<file path="src/vcs_pkg.sv">
// constants, field layouts and types for the valve mode and cutoff supervisor
// assumes a 100 MHz hclk and percent values as signed whole percent
`default_nettype none
package vcs_pkg;
    localparam logic [11:0] A_CTRL = 12'h000;
    localparam logic [11:0] A_PADDR = 12'h004;
    localparam logic [11:0] A_CUT = 12'h008;
    localparam logic [11:0] A_RATE = 12'h00c;
    localparam logic [11:0] A_DEV = 12'h010;
    localparam logic [11:0] A_STAT = 12'h014;
    localparam logic [11:0] A_CLK = 12'h018;
    localparam logic [11:0] A_STAMP = 12'h01c;
    localparam logic [11:0] A_ID = 12'h100;
    localparam int ID_WORDS = 28;
    localparam logic [11:0] A_ID_END = 12'h170;
    // command bits of the control word, write only
    localparam int B_WP_SET = 16;
    localparam int B_UNLOCK = 17;
    localparam int B_MODE_WR = 18;
    localparam int B_RESTART = 19;
    localparam int B_MODE = 20;
    localparam int CLK_PERIOD_NS = 10;
    localparam int MS_NS = 1000000;
    localparam int MS_CYC = MS_NS / CLK_PERIOD_NS;
    localparam logic [13:0] START_MIN_MS = 14'h0bb8;
    localparam logic [13:0] START_MAX_MS = 14'h2710;
    localparam logic [13:0] ABORT_MS = 14'h03e8;
    localparam logic [9:0] MS_PER_S = 10'h3e8;
    localparam logic [16:0] SEC_PER_DAY = 17'h15180;
    localparam logic signed [8:0] P_FULL = 9'sh064;
    localparam logic signed [7:0] P_CUT_HI = 8'sh7b;
    localparam logic signed [7:0] P_CUT_LO = -8'sh17;
    localparam logic signed [7:0] P_OFF_HI = 8'sh7d;
    localparam logic signed [7:0] P_OFF_LO = -8'sh19;
    localparam logic [5:0] PADDR_MAX7 = 6'h3f;
    localparam logic [5:0] PADDR_MAX5 = 6'h0f;
    typedef enum logic [1:0] {CM_ANALOG, CM_DIGITAL, CM_TEST} vcs_cmode_t;
    typedef enum logic [1:0] {SEL_TRAVEL, SEL_PRESS, SEL_FB_SENS, SEL_FB_DEV} vcs_sel_t;
    typedef enum logic [1:0] {RS_LAST, RS_ANALOG, RS_DIGITAL} vcs_rst_t;
    typedef struct packed {
        logic hart7;
        vcs_rst_t restart;
        vcs_sel_t sel;
        logic rec_auto;
        logic aux_en;
        logic cal_en;
        logic zpc_open;
        logic oos;
    } vcs_ctrl_t;
    localparam logic [9:0] CTRL_RST = 10'h210;
    typedef struct packed {
        logic lo_cut;
        logic hi_cut;
        logic signed [7:0] lo_pt;
        logic signed [7:0] hi_pt;
    } vcs_cut_t;
    localparam logic [17:0] CUT_RST = 18'h0e77d;
    localparam logic [15:0] RATE_RST = 16'h0000;
    localparam logic [23:0] DEV_RST = 24'h03e705;
endpackage
`default_nettype wire

</file>
<file path="src/vcs_top.sv">
// valve mode, protection, local button and cutoff supervisor with AHB-Lite registers
// assumes one hclk domain; button and aux short come from pins
`default_nettype none
module vcs_top
    import vcs_pkg::*;
#(
    parameter int MS_CYCLES = MS_CYC
) (
    input wire logic hclk,
    input wire logic hresetn,
    input wire logic hsel,
    input wire logic [31:0] haddr,
    input wire logic [1:0] htrans,
    input wire logic hwrite,
    input wire logic [2:0] hsize,
    input wire logic [31:0] hwdata,
    input wire logic hready,
    output logic hreadyout,
    output logic hresp,
    output logic [31:0] hrdata,
    input wire logic signed [7:0] setpoint_pct,
    input wire logic signed [7:0] travel_pct,
    input wire logic travel_valid,
    input wire logic signed [7:0] pressure_pct,
    input wire logic cal_button,
    input wire logic aux_short,
    input wire logic autocal_done,
    input wire logic alert_event,
    output logic signed [7:0] travel_target,
    output logic signed [7:0] reported_travel,
    output logic pressure_ctl,
    output logic autocal_run,
    output logic stroke_test_start,
    output logic [1:0] control_mode,
    output logic [5:0] polling_addr,
    output logic write_protected,
    output logic in_service
);
    function automatic logic hold_ok(input logic [13:0] ms);
        hold_ok = (ms >= START_MIN_MS) && (ms <= START_MAX_MS);
    endfunction
    function automatic logic signed [7:0] sat(input logic signed [8:0] v);
        if (v > 9'(P_OFF_HI))
            sat = P_OFF_HI;
        else if (v < 9'(P_OFF_LO))
            sat = P_OFF_LO;
        else
            sat = v[7:0];
    endfunction
    // bus: one wait state on reads so read data always comes from a flop
    logic wr_ph_reg, rd_ph_reg, rd_done_reg;
    logic [11:0] addr_reg;
    logic [31:0] rdata_reg;
    wire take = hsel && htrans[1] && hready;
    assign hreadyout = !(rd_ph_reg && !rd_done_reg);
    assign hresp = 1'b0;
    assign hrdata = rdata_reg;
    vcs_ctrl_t ctrl_reg;
    vcs_cut_t cut_reg;
    vcs_sel_t sel_pend_reg, sel_reg;
    vcs_cmode_t mode_reg, mode_prev_reg;
    logic [15:0] rate_reg;
    logic [23:0] dev_reg;
    logic [5:0] paddr_reg, paddr_pend_reg;
    logic wp_reg, unlock_reg, oos_d_reg;
    logic [31:0] id_mem [ID_WORDS];
    logic [16:0] sec_reg;
    logic [14:0] day_reg;
    logic [31:0] stamp_reg;
    wire wr = wr_ph_reg;
    wire cfg_ok = wr && !wp_reg;
    wire w_ctrl = wr && addr_reg == A_CTRL;
    wire in_id = addr_reg >= A_ID && addr_reg < A_ID_END;
    wire [4:0] id_idx = 5'(addr_reg[11:2] - A_ID[11:2]);
    wire [5:0] paddr_max = ctrl_reg.hart7 ? PADDR_MAX7 : PADDR_MAX5;
    wire restart = w_ctrl && hwdata[B_RESTART];
    wire back_in = oos_d_reg && !ctrl_reg.oos;
    wire apply = back_in || restart;
    // pin sampling: a change counts once stages two and three agree
    logic [2:0] btn_sh, aux_sh;
    logic btn_lvl, aux_lvl;
    logic [13:0] btn_ms, aux_ms;
    logic [16:0] ms_cnt;
    logic [9:0] s_cnt;
    wire tick = ms_cnt == 17'(MS_CYCLES - 1);
    wire btn_rel = btn_lvl && btn_sh[2:1] == 2'b00;
    wire aux_rel = aux_lvl && aux_sh[2:1] == 2'b00;
    always_ff @(posedge hclk or negedge hresetn) begin
        if (!hresetn) begin
            btn_sh <= 3'h0;
            aux_sh <= 3'h0;
            btn_lvl <= 1'b0;
            aux_lvl <= 1'b0;
            btn_ms <= 14'h0;
            aux_ms <= 14'h0;
            ms_cnt <= 17'h0;
        end else begin
            btn_sh <= {btn_sh[1:0], cal_button};
            aux_sh <= {aux_sh[1:0], aux_short};
            if (btn_sh[2] == btn_sh[1])
                btn_lvl <= btn_sh[2];
            if (aux_sh[2] == aux_sh[1])
                aux_lvl <= aux_sh[2];
            ms_cnt <= tick ? 17'h0 : ms_cnt + 17'h1;
            // hold timers saturate so a stuck contact never wraps into range
            if (!btn_lvl)
                btn_ms <= 14'h0;
            else if (tick && btn_ms != 14'h3fff)
                btn_ms <= btn_ms + 14'h1;
            if (!aux_lvl)
                aux_ms <= 14'h0;
            else if (tick && aux_ms != 14'h3fff)
                aux_ms <= aux_ms + 14'h1;
        end
    end
    // autocalibration and stroke test from the local contacts
    wire cal_start = btn_rel && hold_ok(btn_ms) && ctrl_reg.cal_en && !wp_reg && !autocal_run;
    wire cal_abort = btn_rel && autocal_run && btn_ms >= ABORT_MS;
    wire unlock_press = btn_rel && unlock_reg && btn_ms >= ABORT_MS;
    always_ff @(posedge hclk or negedge hresetn) begin
        if (!hresetn) begin
            autocal_run <= 1'b0;
            stroke_test_start <= 1'b0;
        end else begin
            stroke_test_start <= aux_rel && hold_ok(aux_ms) && ctrl_reg.aux_en;
            if (cal_start)
                autocal_run <= 1'b1;
            else if (cal_abort || autocal_done)
                autocal_run <= 1'b0;
        end
    end
    // control mode: test while autocalibrating, restart setting on restart
    wire mode_wr = w_ctrl && hwdata[B_MODE_WR] && !wp_reg && hwdata[B_MODE + 1] == 1'b0 && !autocal_run;
    always_ff @(posedge hclk or negedge hresetn) begin
        if (!hresetn) begin
            mode_reg <= CM_ANALOG;
            mode_prev_reg <= CM_ANALOG;
        end else if (cal_start) begin
            mode_prev_reg <= mode_reg;
            mode_reg <= CM_TEST;
        end else if (autocal_done && autocal_run) begin
            mode_reg <= mode_prev_reg; // aborted runs stay in
        end else if (restart && !autocal_run) begin
            case (ctrl_reg.restart)
                RS_ANALOG: mode_reg <= CM_ANALOG;
                RS_DIGITAL: mode_reg <= CM_DIGITAL;
                default: mode_reg <= mode_reg;
            endcase
        end else if (mode_wr) begin
            mode_reg <= hwdata[B_MODE] ? CM_DIGITAL : CM_ANALOG;
        end
    end
    assign control_mode = mode_reg;
    // configuration registers
    always_ff @(posedge hclk or negedge hresetn) begin
        if (!hresetn) begin
            ctrl_reg <= CTRL_RST;
            cut_reg <= CUT_RST;
            rate_reg <= RATE_RST;
            dev_reg <= DEV_RST;
            sel_pend_reg <= SEL_TRAVEL;
            sel_reg <= SEL_TRAVEL;
            paddr_reg <= 6'h0;
            paddr_pend_reg <= 6'h0;
            wp_reg <= 1'b0;
            unlock_reg <= 1'b0;
            oos_d_reg <= 1'b0;
        end else begin
            oos_d_reg <= ctrl_reg.oos;
            if (w_ctrl && hwdata[B_WP_SET])
                wp_reg <= 1'b1;
            else if (unlock_press)
                wp_reg <= 1'b0;
            if (w_ctrl && hwdata[B_UNLOCK] && wp_reg)
                unlock_reg <= 1'b1;
            else if (unlock_press || !wp_reg)
                unlock_reg <= 1'b0;
            if (cfg_ok && addr_reg == A_CTRL) begin
                ctrl_reg <= {hwdata[9:7], sel_reg, hwdata[4:0]};
                if (ctrl_reg.oos)
                    sel_pend_reg <= vcs_sel_t'(hwdata[6:5]);
            end
            if (cfg_ok && addr_reg == A_PADDR && ctrl_reg.oos && hwdata[31:6] == 26'h0 && hwdata[5:0] <= paddr_max)
                paddr_pend_reg <= hwdata[5:0];
            if (cfg_ok && addr_reg == A_CUT)
                cut_reg <= hwdata[17:0];
            if (cfg_ok && addr_reg == A_RATE)
                rate_reg <= hwdata[15:0];
            if (cfg_ok && addr_reg == A_DEV)
                dev_reg <= hwdata[23:0];
            if (apply) begin
                sel_reg <= sel_pend_reg;
                paddr_reg <= paddr_pend_reg;
            end
        end
    end
    assign write_protected = wp_reg;
    assign in_service = !ctrl_reg.oos;
    assign polling_addr = paddr_reg;
    always_ff @(posedge hclk) begin
        if (cfg_ok && in_id)
            id_mem[id_idx] <= hwdata;
    end
    // instrument clock and alert stamps
    wire [31:0] clk_word = {day_reg, sec_reg};
    always_ff @(posedge hclk or negedge hresetn) begin
        if (!hresetn) begin
            s_cnt <= 10'h0;
            sec_reg <= 17'h0;
            day_reg <= 15'h0;
            stamp_reg <= 32'h0;
        end else begin
            if (alert_event)
                stamp_reg <= clk_word;
            if (cfg_ok && addr_reg == A_CLK) begin
                sec_reg <= hwdata[16:0];
                day_reg <= hwdata[31:17];
                s_cnt <= 10'h0;
            end else if (tick) begin
                s_cnt <= (s_cnt == MS_PER_S - 10'h1) ? 10'h0 : s_cnt + 10'h1;
                if (s_cnt == MS_PER_S - 10'h1) begin
                    if (sec_reg == SEC_PER_DAY - 17'h1) begin
                        sec_reg <= 17'h0;
                        day_reg <= day_reg + 15'h1;
                    end else begin
                        sec_reg <= sec_reg + 17'h1;
                    end
                end
            end
        end
    end
    // travel target: ranging, limits, cutoffs and soft ramps
    wire signed [8:0] sp9 = {setpoint_pct[7], setpoint_pct};
    wire signed [7:0] ranged = sat(ctrl_reg.zpc_open ? P_FULL - sp9 : sp9);
    wire hi_on = cut_reg.hi_pt != P_OFF_HI;
    wire lo_on = cut_reg.lo_pt != P_OFF_LO;
    wire hi_cut = hi_on && cut_reg.hi_cut && travel_pct > cut_reg.hi_pt;
    wire lo_cut = lo_on && cut_reg.lo_cut && travel_pct < cut_reg.lo_pt;
    wire signed [7:0] lim_hi = (hi_on && !cut_reg.hi_cut && ranged > cut_reg.hi_pt) ? cut_reg.hi_pt : ranged;
    wire signed [7:0] limited = (lo_on && !cut_reg.lo_cut && lim_hi < cut_reg.lo_pt) ? cut_reg.lo_pt : lim_hi;
    wire signed [7:0] goal = hi_cut ? P_CUT_HI : lo_cut ? P_CUT_LO : limited;
    wire [7:0] rate = hi_cut ? rate_reg[7:0] : rate_reg[15:8];
    wire ramping = (hi_cut || lo_cut) && rate != 8'h0;
    logic [10:0] acc_reg;
    wire step = acc_reg >= 11'(MS_PER_S);
    always_ff @(posedge hclk or negedge hresetn) begin
        if (!hresetn) begin
            travel_target <= 8'sh00;
            acc_reg <= 11'h0;
        end else if (!ramping) begin
            travel_target <= goal;
            acc_reg <= 11'h0;
        end else begin
            // rate is in %/s, accumulated per ms, one percent per step
            if (step)
                acc_reg <= acc_reg - 11'(MS_PER_S);
            else if (tick)
                acc_reg <= acc_reg + 11'(rate);
            if (step && travel_target < goal)
                travel_target <= travel_target + 8'sh01;
            else if (step && travel_target > goal)
                travel_target <= travel_target - 8'sh01;
        end
    end
    // pressure fallback
    logic fb_reg;
    logic [15:0] dev_ms;
    wire signed [8:0] dev = {travel_target[7], travel_target} - {travel_pct[7], travel_pct};
    wire dev_hi = dev > $signed({1'b0, dev_reg[7:0]});
    wire sens_fail = !travel_valid && (sel_reg == SEL_FB_SENS || sel_reg == SEL_FB_DEV);
    wire dev_trip = sel_reg == SEL_FB_DEV && dev_hi && dev_ms >= dev_reg[23:8];
    always_ff @(posedge hclk or negedge hresetn) begin
        if (!hresetn) begin
            fb_reg <= 1'b0;
            dev_ms <= 16'h0;
        end else begin
            if (!dev_hi || sel_reg != SEL_FB_DEV)
                dev_ms <= 16'h0;
            else if (tick && dev_ms != 16'hffff)
                dev_ms <= dev_ms + 16'h1;
            if (sens_fail || dev_trip)
                fb_reg <= 1'b1;
            else if (ctrl_reg.rec_auto && travel_valid && !dev_hi)
                fb_reg <= 1'b0; // auto recovery needs rec_auto, valid travel and no deviation
            else if (sel_reg == SEL_TRAVEL || sel_reg == SEL_PRESS)
                fb_reg <= 1'b0;
        end
    end
    assign pressure_ctl = sel_reg == SEL_PRESS || fb_reg;
    always_ff @(posedge hclk or negedge hresetn) begin
        if (!hresetn)
            reported_travel <= 8'sh00;
        else
            reported_travel <= (pressure_ctl || !travel_valid) ? pressure_pct : travel_pct;
    end
    // read mux and bus phases
    wire [31:0] stat_word = {20'h0, sel_pend_reg, sel_reg, mode_reg, travel_valid, fb_reg, autocal_run,
        unlock_reg, wp_reg, ctrl_reg.oos};
    logic [31:0] rd_word;
    always_comb begin
        rd_word = 32'h0;
        if (in_id)
            rd_word = id_mem[id_idx];
        case (addr_reg)
            A_CTRL: rd_word = {22'h0, ctrl_reg};
            A_PADDR: rd_word = {26'h0, paddr_pend_reg};
            A_CUT: rd_word = {14'h0, cut_reg};
            A_RATE: rd_word = {16'h0, rate_reg};
            A_DEV: rd_word = {8'h0, dev_reg};
            A_STAT: rd_word = stat_word;
            A_CLK: rd_word = clk_word;
            A_STAMP: rd_word = stamp_reg;
            default: rd_word = rd_word;
        endcase
    end

    always_ff @(posedge hclk or negedge hresetn) begin
        if (!hresetn) begin
            wr_ph_reg <= 1'b0;
            rd_ph_reg <= 1'b0;
            rd_done_reg <= 1'b0;
            addr_reg <= 12'h0;
            rdata_reg <= 32'h0;
        end else begin
            wr_ph_reg <= take && hwrite;
            rd_done_reg <= rd_ph_reg && !rd_done_reg;
            if (rd_ph_reg && !rd_done_reg)
                rdata_reg <= rd_word;
            if (rd_ph_reg && rd_done_reg)
                rd_ph_reg <= 1'b0;
            if (take) begin
                addr_reg <= haddr[11:0];
                rd_ph_reg <= !hwrite;
            end
        end
    end
endmodule
`default_nettype wire

</file>
<file path="config.mk">
export PLATFORM = sky130hd
export DESIGN_NAME = vcs_top
export DESIGN_NICKNAME = d
export VERILOG_FILES = /design/src/vcs_pkg.sv /design/src/vcs_top.sv
export SDC_FILE = /design/constraint.sdc
export NUM_CORES = 2
export LEC_CHECK = 0
export BUFFER_PORTS_ARGS = -buffer_cell sky130_fd_sc_hd__buf_4
export CORE_ASPECT_RATIO = 1.25
export CORE_MARGIN = 1.5
export CORE_UTILIZATION = 30
export DETAILED_ROUTE_END_ITERATION = 6
export GPL_ROUTABILITY_DRIVEN = 0
export SETUP_SLACK_MARGIN = 0.3
export SLEW_MARGIN = 20
export SYNTH_ARGS = -nofsm -noshare
export SYNTH_HDL_FRONTEND = slang
export SYNTH_SLANG_ARGS = --single-unit
</file>
<file path="constraint.sdc">
create_clock -name hclk -period 21.4 [get_ports hclk]
set_input_delay 1.07 -clock hclk [delete_from_list [all_inputs] [get_ports hclk]]
set_output_delay 1.07 -clock hclk [all_outputs]
set_load 0.01 [all_outputs]
</file>
Word-level counts from Yosys, hierarchy flattened
Memories as Yosys holds them, arrays and structs flattened.
Cells that the tools add are included.
{ "classes": {"magnitude_cmp": 19, "add_sub_neg": 14, "div_mod_pow": 0, "shifts": 0, "n_reduce_logical": 102, "n_bitwise": 1, "n_eq_ne": 28, "n_mux": 55, "mul": 0} }
{ "ops": {"columns": ["operator", "count"], "rows": [
  ["$pmux 32 s8", 1],
  ["$mux 8", 11],
  ["$mux 17", 5],
  ["$logic_and 1x1->1", 62],
  ["$mux 15", 4],
  ["$mux 14", 4],
  ["$eq 12x5->1 const B", 4],
  ["$add 17x1->17 const B", 2],
  ["$eq 17x17->1 const B", 2],
  ["$mux 11", 3],
  ["$mux 16", 2],
  ["$mux 32", 1],
  ["$mux 10", 3],
  ["$add 14x1->14 const B", 2],
  ["$ge 14x12->1 const B", 2],
  ["$le 14x14->1 const B", 2],
  ["$ne 14x14->1 const B", 2],
  ["$logic_not 26->1", 1],
  ["$eq 12x4->1 const B", 2],
  ["$gt 8x8->1", 3],
  ["$lt 8x8->1", 3],
  ["$add 16x1->16 const B", 1],
  ["$ge 16x16->1", 1],
  ["$ne 16x16->1 const B", 1],
  ["45 further kinds", 95]
]} }
{ "word_totals": {"wordCells": 266, "inputBits": 103, "ram_bits": 896, "rom_bits": 0, "output_inout_bits": 63, "n_memories": 1, "latch_bits": 0, "register_bits": 311} }
{ "mem_list": {"columns": ["memory", "words", "width", "read_ports", "rd_clocked_by_memory_dff", "write_ports", "line", "text"], "rows": [
  ["id_mem", 28, 32, 1, 0, 1, "vcs_top.sv:66", "logic [31:0] id_mem [ID_WORDS];"]
]} }

Depth between registers and ports, before layout
{ "depth": {"word_depth": 18, "ltp_mapped": 39, "depth_no_buf": 38} }

Worst setup path after synthesis
Ideal clock, no wire load.
{ "synth_timing": {"path_kind": "input to register", "startpoint": "in setpoint_pct[0]", "endpoint": "reg travel_target[6]", "n_path_buf": 1, "slack_ns": 13.420, "setup_time_ns": 0.159, "arrival_ns": 7.821, "stages": 35, "t_required_ns": 21.241, "path_cell_list": "inv_1 -> ha_1 -> nand2b_4 -> a211o_1 -> a211o_1 -> nand2b_2 -> a32o_1 -> ha_1 -> and4_1 -> nand2_1 -> and3_1 -> o21ai_2 -> mux2_2 -> ha_1 -> a2111oi_0 -> and3_1 -> a22o_1 -> a41o_1 -> buf_6 -> mux2i_1 -> and2_1 -> ha_1 -> a22o_1 -> nor4_1 -> a31o_2 -> nand2_1 -> fa_1 -> a21o_1 -> a21oi_1 -> o21bai_1 -> a21oi_1 -> xor2_1 -> nor2_1 -> a21oi_1 -> a22oi_1"} }
{ "synth_via": {"elab_chain_len": 17, "word_cells_on_any_way": 21, "classes_between": "1 x add/sub; 6 x order compare; 1 x eq/ne; 9 x mux; 4 x reduce/logical"} }
{ "synth_rtl": {"columns": ["item", "line", "text"], "rows": [
  ["start, declared", "vcs_top.sv:21", "input wire logic signed [7:0] setpoint_pct,"],
  ["$sub 8x8->9", "vcs_top.sv:234", "wire signed [7:0] ranged = sat(ctrl_reg.zpc_open ? P_FULL - sp9 : sp9);"],
  ["$mux 9 *", "vcs_top.sv:234", null],
  ["$lt 9x6->1", "vcs_top.sv:45", "else if (v < 9'(P_OFF_LO))"],
  ["$mux 8", "vcs_top.sv:45", null],
  ["$mux 8 *", "vcs_top.sv:43", "if (v > 9'(P_OFF_HI))"],
  ["$gt 8x8->1", "vcs_top.sv:239", "wire signed [7:0] lim_hi = (hi_on && !cut_reg.hi_cut && ranged > cut_reg.hi_pt) ? cut_reg.hi_pt : ranged;"],
  ["$logic_and 1x1->1", "vcs_top.sv:239", null],
  ["$mux 8 *", "vcs_top.sv:239", null],
  ["$lt 8x8->1", "vcs_top.sv:240", "wire signed [7:0] limited = (lo_on && !cut_reg.lo_cut && lim_hi < cut_reg.lo_pt) ? cut_reg.lo_pt : lim_hi;"],
  ["$logic_and 1x1->1", "vcs_top.sv:240", null],
  ["$mux 8 *", "vcs_top.sv:240", null],
  ["$mux 8 * (2 in a row)", "vcs_top.sv:241", "wire signed [7:0] goal = hi_cut ? P_CUT_HI : lo_cut ? P_CUT_LO : limited;"],
  ["$lt 8x8->1", "vcs_top.sv:259", "if (step && travel_target < goal)"],
  ["$logic_and 1x1->1", "vcs_top.sv:259", null],
  ["$mux 8", "vcs_top.sv:259", null],
  ["$mux 8", "vcs_top.sv:250", "end else if (!ramping) begin"],
  ["end signal, assigned", "vcs_top.sv:251", "travel_target <= goal;"],
  ["end signal, assigned", "vcs_top.sv:260", "travel_target <= travel_target + 8'sh01;"],
  ["end signal, assigned", "vcs_top.sv:262", "travel_target <= travel_target - 8'sh01;"],
  ["end, declared", "vcs_top.sv:29", "output logic signed [7:0] travel_target,"]
]} }
Mark *: on every way between the ends. The rest lies on a longest branch, timed or not.
A chain may end at the register's enable or synchronous reset.

Worst setup path in the final report
{ "layout_timing": {"startpoint": "in setpoint_pct[0]", "endpoint": "reg travel_target[7]"} }
Same word-level chain as after synthesis.

==> flow_metrics.env <==
export IMPL_status="completed"
export IMPL_initial_core_util_pct=30.3
export IMPL_fin_crit_ns=8.51
export IMPL_r2r_start="ctrl_reg[1]$_DFFE_PN0P_"
export IMPL_nFillCells=16100
export IMPL_p_seq_share_pct=47.8
export IMPL_p_leak_nw=20.9
export IMPL_overflow=0
export IMPL_drc=0
export IMPL_final_setup_tns_ns=0
export IMPL_ys_flop_type="edfxtp_1"
export IMPL_area_growth_syn_to_layout_pct=15.9
export IMPL_clkPwrFrac_pct=40.2
export IMPL_whs_path_depth=0
export IMPL_die_width_um=374
export IMPL_maxSlewViolCount=0
export IMPL_syn_nets=3531
export IMPL_final_common_cell="edfxtp_1"
export IMPL_hp_class="reg -> reg"
export IMPL_timing_rr_end="travel_target[7]$_DFFE_PN0P_"
export IMPL_ios=166
export IMPL_critPathLaunchType="input port"
export IMPL_grt_pass1_vias=31000
export IMPL_r2r_slack_ns=13.01
export IMPL_ys_seq_area_share_pct=67.3
export IMPL_worstPathRequired_ns=22.04
export IMPL_crit_family="compound AO/OA/AOI/OAI gates"
export IMPL_synth_cell_types=98
export IMPL_relSlewSlack_pct=26.3
export IMPL_avgSynthCellArea_um2=15.5
export IMPL_dpl_hpwl_mm=90.3
export IMPL_grtUsageTotal_pct=16.5
export IMPL_cts_setup_buffers=0
export IMPL_cts_resized=0
export IMPL_path_clk_slew_ns=0.06
export IMPL_hold_violations=0
export IMPL_core_um2=170000
export IMPL_cp_slowest_cell="mux2_2"
export IMPL_critPathKind="in -> reg"
export IMPL_max_stage_delay_ns=0.43
export IMPL_portBuffers=140
export IMPL_clk_path_buf_depth=3
export IMPL_final_cell_mix="edfxtp_1, dfrtp_1, mux4_2"
export IMPL_ff2ff_path_depth=33
export IMPL_ys_ff_latch=1207
export IMPL_p_per_area_nw_per_um2=91.8
export IMPL_swShare_pct=24.9
export IMPL_wl_mm=146
export IMPL_nets=3724
export IMPL_synthArstFlopShare_pct=25.8
export IMPL_cts_root_buffer="clkbuf_16"
export IMPL_worstSetupStartpoint="setpoint_pct[0]"
export IMPL_fp_dieArea_um2=174000
export IMPL_internal_power_mw=4.13
export IMPL_drive_gt1_share_pct=22.7
export IMPL_cp_end_kind="flip-flop"
export IMPL_cap_viol_max_count=0
export IMPL_max_freq_mhz=117
export IMPL_fin_area_um2=59800
export IMPL_yosys_warnings=0
export IMPL_cp_max_fo=10
export IMPL_cts_hold_buf=0
export IMPL_wl_per_cell_um=24.9
export IMPL_fin_skew_ns=0.0337
export IMPL_hold_start="aux_sh[0]$_DFF_PN0_"
export IMPL_synth_edf_count=896
export IMPL_drtPass1Iterations=5
export IMPL_htreeDepth=4
export IMPL_die_h_um=467
export IMPL_vias=31000
export IMPL_cts_tree="yes"
export IMPL_ant_nets=0
export IMPL_syn_inst=3325
export IMPL_std_cell_rows=169
export IMPL_cp_common_cell="ha_1"
export IMPL_grt_pass1_wl_mm=212
export IMPL_place_area_um2=55600
export IMPL_period_share_pct=39.8
export IMPL_cts_buffers=130
export IMPL_tightest_slew_ns=1.10
export IMPL_cp_arrival_ns=9.16
export IMPL_rsz0062_at_grt="no"
export IMPL_peakVddDrop_uv=73.0
export IMPL_largest_reg_flops=896
export IMPL_p_sw_mw=1.37
export IMPL_clk_latency_ns=0.76
export IMPL_cts_sinks=1207
export IMPL_grt_max_degree=124
export IMPL_drt_iter0_drc=3355
export IMPL_viasPerCell=5.31
export IMPL_comb_power_share_pct=12.0
export IMPL_path_buf_inv=2
export IMPL_min_to="aux_sh[1]$_DFF_PN0_"
export IMPL_setup_viol=0
export IMPL_synth_cell_area_um2=51600
export IMPL_antenna_found_initial=6
[routing by layer]
| metal | GRT usage, % | part of all wire, % | up-vias |
|---|---|---|---|
| li1 | - | - | 13400 |
| met1 | 21.7 | 41 | 16200 |
| met2 | 27.1 | 48 | 1202 |
| met3 | 3.67 | 7.9 | 237 |
| met4 | 5.08 | 2.8 | 8 |
| met5 | 0 | 0.032 | - |
[per-stage QoR]
stage / cells / setup WS [ns] / power (mW) / util [%] / hold slack, ns
after CTS: 5846 / 12.92 / 5.54 / 35.1 / 0.351
after global routing: 5846 / 12.28 / 5.67 / 35.1 / 0.353
after detailed placement: 5609 / 12.12 / 3.34 / 32.7 / 0.347
final: 5847 / 12.89 / 5.49 / 35.1 / 0.348
after global placement: 5608 / 12.10 / 3.33 / 32.7 / 0.338
after floorplan: 3325 / 13.42 / 3.06 / - / 0.331
[cells by family after synthesis]
family / share of synthesized area (%)
compound gates: 7.12
xor+xnor: 1.36
fa+ha+maj: 2.54
buf+inv: 1.93
flops: 67.3
mux: 12.5
other cells: 0.00727
simple gates: 7.28
[power groups by stage]
stage,clock network (mW),logic [mW],registers (mW)
after global routing,2.33,0.710,2.63
after floorplan,0,0.414,2.65
after global placement,0,0.659,2.67
after CTS,2.25,0.666,2.62
final,2.21,0.659,2.63
after detailed placement,0,0.664,2.67
[synth_stat cells, types with 10 or more instances]
cell      instances  area, um2
xnor2_1          40        350
o21ai_0         134        671
or3_1            29        181
buf_1            12       45.0
mux4_2          225       5070
mux2i_1          18        180
clkbuf_1        101        379
mux2_2          103       1160
nor3_1           61        305
a21o_1           18        135
nand4_1          26        163
dfstp_2          24        631
a22o_1           10       87.6
nand2b_1         18        113
buf_2            33        165
inv_1            96        360
o31ai_1          11       82.6
a221oi_1         21        184
a21oi_1         110        551
nor2_1          213        800
ha_1            100       1250
a31oi_1          13       81.3
edfxtp_1        896      26900
o22ai_1          96        601
nand3_1          57        285
nor4_1           15       93.8
nor2b_1          32        200
and3_1           28        175
a22oi_1          29        218
dfrtp_1         287       7180
and2_1           26        163
xor2_1           40        350
nand2_1         220        826
o21a_1           12       90.1
[worst max path at each step]
stage                                        end  slack (ns)  cells past startpoint
floorplan           travel_target[6]$_DFFE_PN0P_       13.42                     35
global placement    travel_target[7]$_DFFE_PN0P_       12.10                     37
detailed placement  travel_target[7]$_DFFE_PN0P_       12.12                     36
CTS                 travel_target[7]$_DFFE_PN0P_       12.92                     36
global route        travel_target[7]$_DFFE_PN0P_       12.28                     36
finish              travel_target[7]$_DFFE_PN0P_       12.89                     36
[cell type report]
class	count	area, um2	share of cell area (%)
timing repair buffer	212	1610	2.69
clock inverter	57	513	0.858
multi-input combinational	1870	16100	27.0
sequential	1207	34700	58.1
clock buffer	180	3670	6.13
antenna	1	2.50	0.00418
inverter	97	364	0.609
tap	2223	2780	4.65
(Power assumes the default switching activity.)
